## src/hdl/link_ctl_params.svh

```systemverilog
/*
  Offsets, field positions, reset values and selector codes for the upper link control bits.
  Assumes it is included by bare name from the package only; the design modules use its macros without including it.
*/
`ifndef LINK_CTL_PARAMS_SVH
`define LINK_CTL_PARAMS_SVH

// ----------------------------------------------------------------------------
// Register map
// ----------------------------------------------------------------------------
`define LCU_ADDR_W 8
`define LCU_GLC_OFFSET 8'h04
`define LCU_GLC_RESET 32'h4600_0002
`define LCU_LOWER_RESET 26'h200_0002

// ----------------------------------------------------------------------------
// Field positions inside the register
// ----------------------------------------------------------------------------
`define LCU_BIT_VALID 31
`define LCU_BIT_CAPTURE 30
`define LCU_BUSY_HI 29
`define LCU_BUSY_LO 27
`define LCU_BIT_PERMIT 26
`define LCU_BYTE_UPPER 3

// ----------------------------------------------------------------------------
// Busy-response selector codes
// ----------------------------------------------------------------------------
`define LCU_BUSY_FOLLOW 3'h0
`define LCU_BUSY_SINGLE 3'h3
`define LCU_BUSY_ALL_FOLLOW 3'h4
`define LCU_BUSY_ALL_SINGLE 3'h7

`endif

```

## src/hdl/link_ctl_pkg.sv

```systemverilog
/*
  Types shared by the upper link control bits.
  Assumes link_ctl_params.svh is on the include path.
*/
package link_ctl_pkg;
  `include "link_ctl_params.svh"

  // Self-identify capture progress, Gray coded along idle to open.
  typedef enum logic [1:0]
  {
    SID_IDLE = 2'b00,
    SID_OPEN = 2'b01
  } sid_state_e;

  // Selector width.
  typedef logic [2:0] busy_sel_t;
endpackage : link_ctl_pkg

```

## src/hdl/link_control_upper_bits.sv

```systemverilog
/*
  Upper bits of the general link control register and the packet decisions they steer.
  Assumes an Avalon-MM master on ref_clk_in and link-core strobes on the same clock.
*/
// The Avalon-MM slave port is this design's own decision.
// How it works
// - Accept node packets only while address valid
// - Set address valid after self-ID and refresh
// - Capture merges self-ID packets into queue
// - Capture also queues PHY configuration packets
// - Code 000 follows packet's retry protocol
// - Code 011 forces single phase retry
// - Code 100 follows packet, always busy
// - Code 111 single phase, always busy
// - Transmit only while transmit permit set
`timescale 1ns/100ps
module link_control_upper_bits
  import link_ctl_pkg::*;
(
  input wire logic ref_clk_in, // System clock, 50 MHz.
  input wire logic arst_n_in, // Asynchronous reset, active low.
  input wire logic [`LCU_ADDR_W-1:0] avs_address_in, // Byte address.
  input wire logic avs_read_in, // Read request.
  input wire logic avs_write_in, // Write request.
  input wire logic [31:0] avs_writedata_in, // Write data.
  input wire logic [3:0] avs_byteenable_in, // Byte lanes.
  output logic [31:0] avs_readdata_out, // Read data.
  output logic avs_waitrequest_out, // Stall while high.
  input wire logic selfid_done_in, // Self-identification completed pulse.
  input wire logic node_id_refresh_in, // Node identifier refreshed pulse.
  input wire logic pkt_strobe_in, // One received packet header pulse.
  input wire logic pkt_to_node_in, // Packet addressed to this node.
  input wire logic pkt_selfid_in, // Packet is a self-ID packet.
  input wire logic pkt_phycfg_in, // Packet is a PHY configuration packet.
  input wire logic pkt_wants_dual_in, // Packet requests dual phase retry.
  input wire logic link_busy_in, // Link cannot take the packet now.
  input wire logic tx_pending_in, // Transmit queue holds a packet.
  output logic decision_valid_out, // Decision outputs are fresh.
  output logic accept_out, // Packet accepted for this node.
  output logic enqueue_out, // Packet written to request queue.
  output logic selfid_start_out, // Enqueued self-ID begins merged packet.
  output logic ack_busy_out, // Busy acknowledge returned.
  output logic retry_dual_out, // Busy uses dual phase retry.
  output logic arb_request_out, // Transmitter arbitrates for the bus.
  output logic reserved_sel_out // Selector holds a reserved code.
);

  // --------------------------------------------------------------------------
  // Register state
  // --------------------------------------------------------------------------
  logic node_address_valid_q; // Node address valid control.
  logic self_identify_capture_q; // Self-identify capture control.
  busy_sel_t busy_response_select_q; // Busy-response selector.
  logic transmit_permit_q; // Transmit permit control.
  logic ack_q; // Bus answer cycle.
  sid_state_e sid_q; // Self-ID merge state.
  logic force_busy; // Decoded always-busy.
  logic force_single; // Decoded single phase retry.
  logic hit; // Request targets the register.
  logic wr_upper; // Write touching the upper byte.
  logic node_ok; // Node packet would be accepted.
  logic done_pend_q; // Self-ID completed, node identifier refresh still awaited.
  logic valid_set; // Hardware sets node address valid this cycle.
  localparam logic [31:0] glc_reset_word = `LCU_GLC_RESET; // Register value after reset.

  // Returns the register word from its fields.
  function automatic logic [31:0] pack_word(input logic v, input logic c,
                                           input busy_sel_t b, input logic t);
    pack_word = {v, c, b, t, `LCU_LOWER_RESET};
  endfunction : pack_word

  // --------------------------------------------------------------------------
  // Avalon-MM slave
  // --------------------------------------------------------------------------
  assign hit = (avs_address_in == `LCU_GLC_OFFSET);
  assign wr_upper = avs_write_in && ack_q && hit && avs_byteenable_in[`LCU_BYTE_UPPER];

  // Stalls the first cycle of each request; the answer comes in the second.
  assign avs_waitrequest_out = (avs_read_in || avs_write_in) && !ack_q;

  // Pulses the answer cycle once per request.
  always_ff @(posedge ref_clk_in or negedge arst_n_in)
  begin
    if (!arst_n_in)
      ack_q <= 1'b0;
    else
      ack_q <= (avs_read_in || avs_write_in) && !ack_q;
  end

  // Captures read data; unmapped addresses read as zero.
  always_ff @(posedge ref_clk_in or negedge arst_n_in)
  begin
    if (!arst_n_in)
      avs_readdata_out <= 32'h0000_0000;
    else if (avs_read_in && !ack_q && hit)
      avs_readdata_out <= pack_word(node_address_valid_q, self_identify_capture_q,
                                    busy_response_select_q, transmit_permit_q);
    else if (avs_read_in && !ack_q)
      avs_readdata_out <= 32'h0000_0000;
  end

  // --------------------------------------------------------------------------
  // Control fields
  // --------------------------------------------------------------------------
  // Remembers a finished self-ID until the node identifier refresh that follows it.
  always_ff @(posedge ref_clk_in or negedge arst_n_in)
  begin
    if (!arst_n_in)
      done_pend_q <= 1'b0;
    else if (node_id_refresh_in)
      done_pend_q <= 1'b0; // Refresh consumes the pending completion.
    else if (selfid_done_in)
      done_pend_q <= 1'b1;
  end

  // Both events may fall in one cycle, or the refresh may come later.
  assign valid_set = node_id_refresh_in && (selfid_done_in || done_pend_q);

  // Node address valid; the hardware set wins over a software clear.
  always_ff @(posedge ref_clk_in or negedge arst_n_in)
  begin
    if (!arst_n_in)
      node_address_valid_q <= glc_reset_word[`LCU_BIT_VALID];
    else if (valid_set)
      node_address_valid_q <= 1'b1;
    else if (wr_upper)
      node_address_valid_q <= avs_writedata_in[`LCU_BIT_VALID];
  end

  // Capture, selector and transmit permit are plain software fields.
  always_ff @(posedge ref_clk_in or negedge arst_n_in)
  begin
    if (!arst_n_in)
    begin
      self_identify_capture_q <= glc_reset_word[`LCU_BIT_CAPTURE];
      busy_response_select_q <= glc_reset_word[`LCU_BUSY_HI:`LCU_BUSY_LO];
      transmit_permit_q <= glc_reset_word[`LCU_BIT_PERMIT];
    end
    else if (wr_upper)
    begin
      self_identify_capture_q <= avs_writedata_in[`LCU_BIT_CAPTURE];
      busy_response_select_q <= avs_writedata_in[`LCU_BUSY_HI:`LCU_BUSY_LO];
      transmit_permit_q <= avs_writedata_in[`LCU_BIT_PERMIT];
    end
  end

  // --------------------------------------------------------------------------
  // Busy decode
  // --------------------------------------------------------------------------
  busy_response_decode u_decode
  (
    .sel_in(busy_response_select_q),
    .force_busy_out(force_busy),
    .force_single_out(force_single),
    .reserved_out(reserved_sel_out)
  );

  // --------------------------------------------------------------------------
  // Self-ID merge
  // --------------------------------------------------------------------------
  // Opens a merged packet at the first captured self-ID and closes it at completion.
  always_ff @(posedge ref_clk_in or negedge arst_n_in)
  begin
    if (!arst_n_in)
      sid_q <= SID_IDLE;
    else
    begin
      case (sid_q)
        SID_IDLE:
          if (pkt_strobe_in && pkt_selfid_in && self_identify_capture_q)
            sid_q <= SID_OPEN;
        SID_OPEN:
          if (selfid_done_in)
            sid_q <= SID_IDLE;
        default: sid_q <= SID_IDLE;
      endcase
    end
  end

  // --------------------------------------------------------------------------
  // Packet decisions
  // --------------------------------------------------------------------------
  assign node_ok = pkt_to_node_in && node_address_valid_q && !link_busy_in && !force_busy;

  // Registers one decision per packet strobe.
  always_ff @(posedge ref_clk_in or negedge arst_n_in)
  begin
    if (!arst_n_in)
    begin
      decision_valid_out <= 1'b0;
      accept_out <= 1'b0;
      enqueue_out <= 1'b0;
      selfid_start_out <= 1'b0;
      ack_busy_out <= 1'b0;
      retry_dual_out <= 1'b0;
    end
    else
    begin
      decision_valid_out <= pkt_strobe_in;
      accept_out <= pkt_strobe_in && node_ok;
      enqueue_out <= pkt_strobe_in && (node_ok || (self_identify_capture_q &&
                     (pkt_selfid_in || pkt_phycfg_in)));
      selfid_start_out <= pkt_strobe_in && pkt_selfid_in && self_identify_capture_q &&
                          (sid_q == SID_IDLE);
      ack_busy_out <= pkt_strobe_in && pkt_to_node_in && (force_busy || link_busy_in);
      retry_dual_out <= pkt_strobe_in && pkt_wants_dual_in && !force_single;
    end
  end

  // --------------------------------------------------------------------------
  // Transmitter
  // --------------------------------------------------------------------------
  // Arbitration request follows the permit and a pending packet.
  always_ff @(posedge ref_clk_in or negedge arst_n_in)
  begin
    if (!arst_n_in)
      arb_request_out <= 1'b0;
    else
      arb_request_out <= transmit_permit_q && tx_pending_in;
  end
endmodule : link_control_upper_bits

```

## src/hdl/busy_response_decode.sv

```systemverilog
/*
  Decodes the busy-response selector into the acknowledge and retry controls.
  Assumes a selector that comes straight from a register on the same clock.
*/
`timescale 1ns/100ps
module busy_response_decode
  import link_ctl_pkg::*;
(
  input wire busy_sel_t sel_in, // Busy-response selector.
  output logic force_busy_out, // Every packet addressed to the node gets a busy acknowledge.
  output logic force_single_out, // Single phase retry regardless of the packet.
  output logic reserved_out // Code with no defined behaviour.
);

  // Maps each code; reserved codes fall back to the packet's own protocol.
  always_comb
  begin
    force_busy_out = 1'b0;
    force_single_out = 1'b0;
    reserved_out = 1'b0;
    case (sel_in)
      `LCU_BUSY_FOLLOW: force_single_out = 1'b0;
      `LCU_BUSY_SINGLE: force_single_out = 1'b1;
      `LCU_BUSY_ALL_FOLLOW: force_busy_out = 1'b1;
      `LCU_BUSY_ALL_SINGLE:
      begin
        force_busy_out = 1'b1;
        force_single_out = 1'b1;
      end
      default: reserved_out = 1'b1;
    endcase
  end
endmodule : busy_response_decode

```

## config.mk

```make
export PLATFORM = sky130hd
export DESIGN_NAME = link_control_upper_bits
export DESIGN_NICKNAME = d
export VERILOG_FILES = /design/src/hdl/link_ctl_pkg.sv /design/src/hdl/link_control_upper_bits.sv /design/src/hdl/busy_response_decode.sv
export VERILOG_INCLUDE_DIRS = /design/src /design/src/hdl
export SDC_FILE = /design/constraint.sdc
export NUM_CORES = 1
export LEC_CHECK = 0
export ABC_AREA = 1
export BUFFER_PORTS_ARGS = -buffer_cell sky130_fd_sc_hd__buf_2
export CAP_MARGIN = 0
export CORE_AREA = 2 2 63 65
export CTS_CLUSTER_SIZE = 28
export DETAILED_ROUTE_END_ITERATION = 8
export DIE_AREA = 0 0 65 67
export PLACE_DENSITY = 0.7
export SYNTH_ARGS = -nofsm -noshare
export SYNTH_HDL_FRONTEND = slang
export SYNTH_SLANG_ARGS = --single-unit
```

## constraint.sdc

```tcl
create_clock -name ref_clk_in -period 0.9 [get_ports ref_clk_in]
set_input_delay 0.135 -clock ref_clk_in [delete_from_list [all_inputs] [get_ports ref_clk_in]]
set_output_delay 0.135 -clock ref_clk_in [all_outputs]
set_load 0.03 [all_outputs]
```

* Word level (Yosys, flattened, before mapping)
Index checks and enable logic that the tools add are counted.
** Storage, ports and cells
- Word-level logic and storage cells :: 73
- Input bits :: 57
- Output and inout port bits :: 41
- Bits in registers :: 49
** Operators by class
- Eq/ne operators :: 7
- Reductions and logical operators :: 39
- Muxes and demuxes :: 12
** Operator list (count)
- 32-bit 2-to-1 mux :: 2
- 1-bit logical AND :: 21
- 8-bit by 3-bit equality test with 1-bit output, second input constant :: 1
- 1-bit 2-to-1 mux :: 7
- 3-bit equality test, second input constant :: 2
- 2-bit nonzero test :: 3
- 1-bit logical OR :: 5
- 1-bit logical NOT :: 4
- 2-bit 2-to-1 mux :: 2
- 2-bit inequality test, second input constant :: 2
- 2-bit case mux with 2 select lines :: 1
- 2-bit OR reduction :: 2
- 4-bit OR reduction :: 1
- 3-bit by 2-bit equality test with 1-bit output, second input constant :: 1
- 3-bit logical NOT :: 1
- 2-bit by 1-bit equality test with 1-bit output, second input constant :: 1
- 2-bit logical NOT :: 1
- 2-bit AND reduction :: 1

* Longest topological paths before layout
- Word-level depth :: 7
- Gate-level depth with buffers :: 7
- Depth with buffers taken out :: 6

* Hierarchy
A second synthesis with hierarchy kept.
** Second synthesis, totals
- Cell total of the unflattened synthesis :: 140
- Area total of the unflattened synthesis :: 1197.4 um^2
** Modules (own cells, without submodules)
- link_control_upper_bits :: times used 1, seq. area each 578.1 um^2, cells an instance 133, area an instance 1167.4 um^2
- busy_response_decode :: times used 1, seq. area each 0.0 um^2, cells an instance 7, area an instance 30.0 um^2

* Least setup slack after synthesis
OpenSTA, ideal clock, no wires.
- Path type :: register -> register
- Start point :: register ack_q
- End point :: register ack_q
- Data required time :: 722 ps
- Setup slack :: -143 ps
- Arrival time :: 865 ps
- Clock period less this slack :: 1043 ps
- Path buffers :: 0
- Library setup time :: 178 ps
- Stages on the path, launching flop included :: 2
- Cells stage by stage :: dfrtp_1 -> nor2_1
** Between the ends
- Longest elaborated chain between the ends :: 2
** RTL lines
- start: declaration :: line link_control_upper_bits.sv:55 : logic ack_q;
- start signal: assignment :: line link_control_upper_bits.sv:87 : ack_q <= (avs_read_in || avs_write_in) && !ack_q;
- 1-bit logical NOT
- 1-bit logical AND
- via avs_waitrequest_out :: line link_control_upper_bits.sv:28 : output logic avs_waitrequest_out,
The timed path passes the listed nets, and every way through them passes these cells.
A chain may end at the register's enable or synchronous reset.

* Final worst setup path
- Start point :: register busy_response_select_q[1]
- End point :: output reserved_sel_out
** Between the ends
- Longest elaborated chain between the ends :: 3
- Elaborated cells on any way between the ends :: 6
- Those cells by class :: 3 x eq/ne; 1 x mux; 2 x reduce/logical
** RTL lines
- start: declaration :: line link_control_upper_bits.sv:53 : busy_sel_t busy_response_select_q;
- start signal: assignment :: line link_control_upper_bits.sv:136 : busy_response_select_q <= glc_reset_word[`LCU_BUSY_HI:`LCU_BUSY_LO];
- start signal: assignment :: line link_control_upper_bits.sv:142 : busy_response_select_q <= avs_writedata_in[`LCU_BUSY_HI:`LCU_BUSY_LO];
- 3-bit by 2-bit equality test with 1-bit output (tied with other cells) :: line busy_response_decode.sv:21 : case (sel_in)
- 4-bit OR reduction (no line) *
- 1-bit 2-to-1 mux * :: line busy_response_decode.sv:21
- end: declaration :: line link_control_upper_bits.sv:45 : output logic reserved_sel_out
Mark *: on every way between the ends. The rest lies on a longest branch, timed or not.

==> impl_metrics.yaml <==
critical_path:
  critPathRequiredTime_ns: 0.76
  critPathArrivalTime_ns: 1.05
  critical_path_class: "register to primary output"
  startpoint_type: "register"
  cp-end-kind: "primary output"
  worstPathMaxFanout: 3
  r2r_setup_slack_ns: -0.20
timing:
  drv_slew: 0
  fin_ws_ns: -0.284
  tns_ns: -3.20
  clock_skew_ns: 0.000960
  hold_viol: 0
  final.period_utilization_pct: 132
  finalSetupViolCount: 34
  rsz0062_at_grt: "true"
  finalCriticalPeriod_ns: 1.18
  timing.fmax_mhz: 844
flow_run:
  cap_violations: 0
clock_network:
  clock_latency_ns: 0.26
  cts_root_buf: "clkbuf_8"
  clkSinkCount: 23
  cts_tree: "done"
  clkSlewWorstSetupHoldPaths_ns: 0.08
  cts_htree_levels: 1
  clk_path_buf_depth: 2
  cts_buffers: 3
grt:
  grt_util_met1_pct: 14.3
  use_met2_pct: 21.4
  grt_use_met3_pct: 1.52
  antenna_found_initial: 0
  grt_max_degree: 24
  busiest_layer: "met2"
  grt_pass1_vias: 965
  grt_overflow: 0
  grt_util_all_layers_pct: 11.9
  grt_first_pass_wirelength_um: 4040
layout:
  area_delta_synth_final_pct: 52.2
  nets: 266
  diodes: 0
  final_layout_size_suffix_gt1_share_pct: 49.0
yosys:
  synth-async-reset-ratio_pct: 100
  yosys_warnings: 0
  ys_ff_latch: 23
  synth.distinct_cells: 18
  seq_area_frac_synth_pct: 48.6
  netlist_instances: 139
  synth_ff_type: "dfrtp_1"
  syn_avg_cell_area_um2: 8.56
  syn-cell-area_um2: 1190
  synth_edf_count: 0
status:
  status: "finished, violations left"
  violations: "setup timing"
place:
  dp_hpwl_um: 1820
  gp_congestion: 0.804
  port_buffers: 44
routing:
  dr.pass1.iters: 4
  drt_iter0_drc: 28
  vias: 1020
  postRouteWirelength_um: 2550
  wl_per_cell_um: 9.97
  drc: 0
  viasPerCell: 3.98
  drtAntennaViolNets: 0
hold_path:
  hp-class: "primary input to register"
die:
  core_area_um2: 3610
  rows: 22
  die_h_um: 67
  dieArea_um2: 4360
  pin_count: 98
  dieWidth_um: 65
  start_util_pct: 33.0
power_and_ir_drop:
  p_leak_uw: 0.00102
  power_density_nw_per_um2: 1210
  ir_drop_mv: 0.491
  finalPower_uw: 2180
-- through the flow --
stage | hold WS [ns] | setup slack (ns) | cell area (um^2) | util (%) | instances
5_1_grt | 0.0426 | -0.353 | 1810 | 50.2 | 256
4_1_cts | 0.0311 | -0.266 | 1730 | 47.9 | 254
6_report | 0.0315 | -0.284 | 1810 | 50.2 | 256
2_1_floorplan | -0.161 | -0.0856 | 1280 | - | 162
3_5_place_dp | 0.128 | -0.121 | 1450 | 40.1 | 239
3_3_place_gp | 0.123 | -0.123 | 1450 | 40.1 | 239
-- critical path: stages (launching register included) --
cell,delay (ns)
dfrtp_1,0.41
nor2_2,0.18
nor2_2,0.07
buf_6,0.13
-- state kept, by name (all words and copies together) (netlist names) --
| name | cells |
|---|---|
| self_identify_capture_q | 1 |
| ack_busy_out | 1 |
| transmit_permit_q | 1 |
| accept_out | 1 |
| busy_response_select_q | 3 |
| enqueue_out | 1 |
| avs_readdata_out | 7 |
| selfid_start_out | 1 |
| decision_valid_out | 1 |
| done_pend_q | 1 |
| retry_dual_out | 1 |
| sid_q | 1 |
| arb_request_out | 1 |
| node_address_valid_q | 1 |
| ack_q | 1 |
-- cell families after synthesis --
group,Yosys count,share of synthesized area [%]
AND/OR/NAND/NOR,71,28.0
AO/OA/AOI/OAI,5,2.31
buffers and inverters,39,20.8
flip-flops,23,48.6
other,1,0.315
-- worst paths after layout --
path                       depth (start not counted)                 startpoint                 endpoint
setup / recovery                                   3  busy_response_select_q[1]         reserved_sel_out
hold / removal                                     2         node_id_refresh_in              done_pend_q
setup reg to reg                                   7  busy_response_select_q[0]             ack_busy_out
hold reg to reg                                    2          transmit_permit_q        transmit_permit_q
max in group asynchronous                          3                  arst_n_in  self_identify_capture_q
min in group asynchronous                          3                  arst_n_in     avs_readdata_out[27]
-- power by group --
group | internal, uW | leakage, uW | switching [uW] | total [uW]
sequential | 1060 | 0.000300 | 14.1 | 1070
combinational | 161 | 0.000690 | 318 | 480
clock | 308 | 0.0000255 | 326 | 634
-- cell usage after synthesis (2+ instances only) --
cell	count	area share, %
nand2_1	34	11
inv_1	13	4.1
buf_4	25	16
o21ai_0	4	1.7
nor2_1	15	4.7
dfstp_2	2	4.4
nand3_1	15	6.3
dfrtp_1	21	44
-- layout make-up --
cell class              count  area, um^2
inverters                  13        51.3
multi-input cells         100         543
well taps                  48        60.1
flip-flops and latches     23         578
repair buffers             68         532
fillers                   367        1800
clock buffers               3        41.3
clock inverters             1        5.00
-- layer usage --
metal,routed length (um),up-vias
li1,-,518
met1,1010,459
met2,1360,41
met3,159,2
met4,29,0
met5,0,-
-- placed cells by master, fill, tap and decap left out --
| cell type | count |
|---|---|
| nor2_4 | 3 |
| inv_4 | 1 |
| inv_2 | 1 |
| dfrtp_1 | 21 |
| nor2_8 | 1 |
| clkinv_2 | 1 |
| inv_1 | 11 |
| nand2_2 | 8 |
| nand4_1 | 1 |
| and2_0 | 1 |
| nand2_4 | 1 |
| dfstp_2 | 2 |
| nand2_1 | 26 |
| o211ai_1 | 1 |
| nand3_4 | 1 |
| clkbuf_8 | 3 |
| nor2_1 | 11 |
| buf_2 | 27 |
| nand3_1 | 7 |
| nor2_2 | 3 |
| conb_1 | 24 |
| nand3_2 | 8 |
| o21ai_0 | 2 |
| o21ai_2 | 2 |
| buf_6 | 23 |
| dlygate4sd3_1 | 1 |
| buf_4 | 17 |
-- timing repair --
action | in CTS | in global routing
endpoints found under the hold margin | 21 | 0
pin swaps | 8 | 21
setup endpoints to repair | 33 | 35
setup buffers | 10 | 4
hold buffers | 1 | 0
gates resized for setup | 48 | 19
Power figures use the tool's default switching activity.
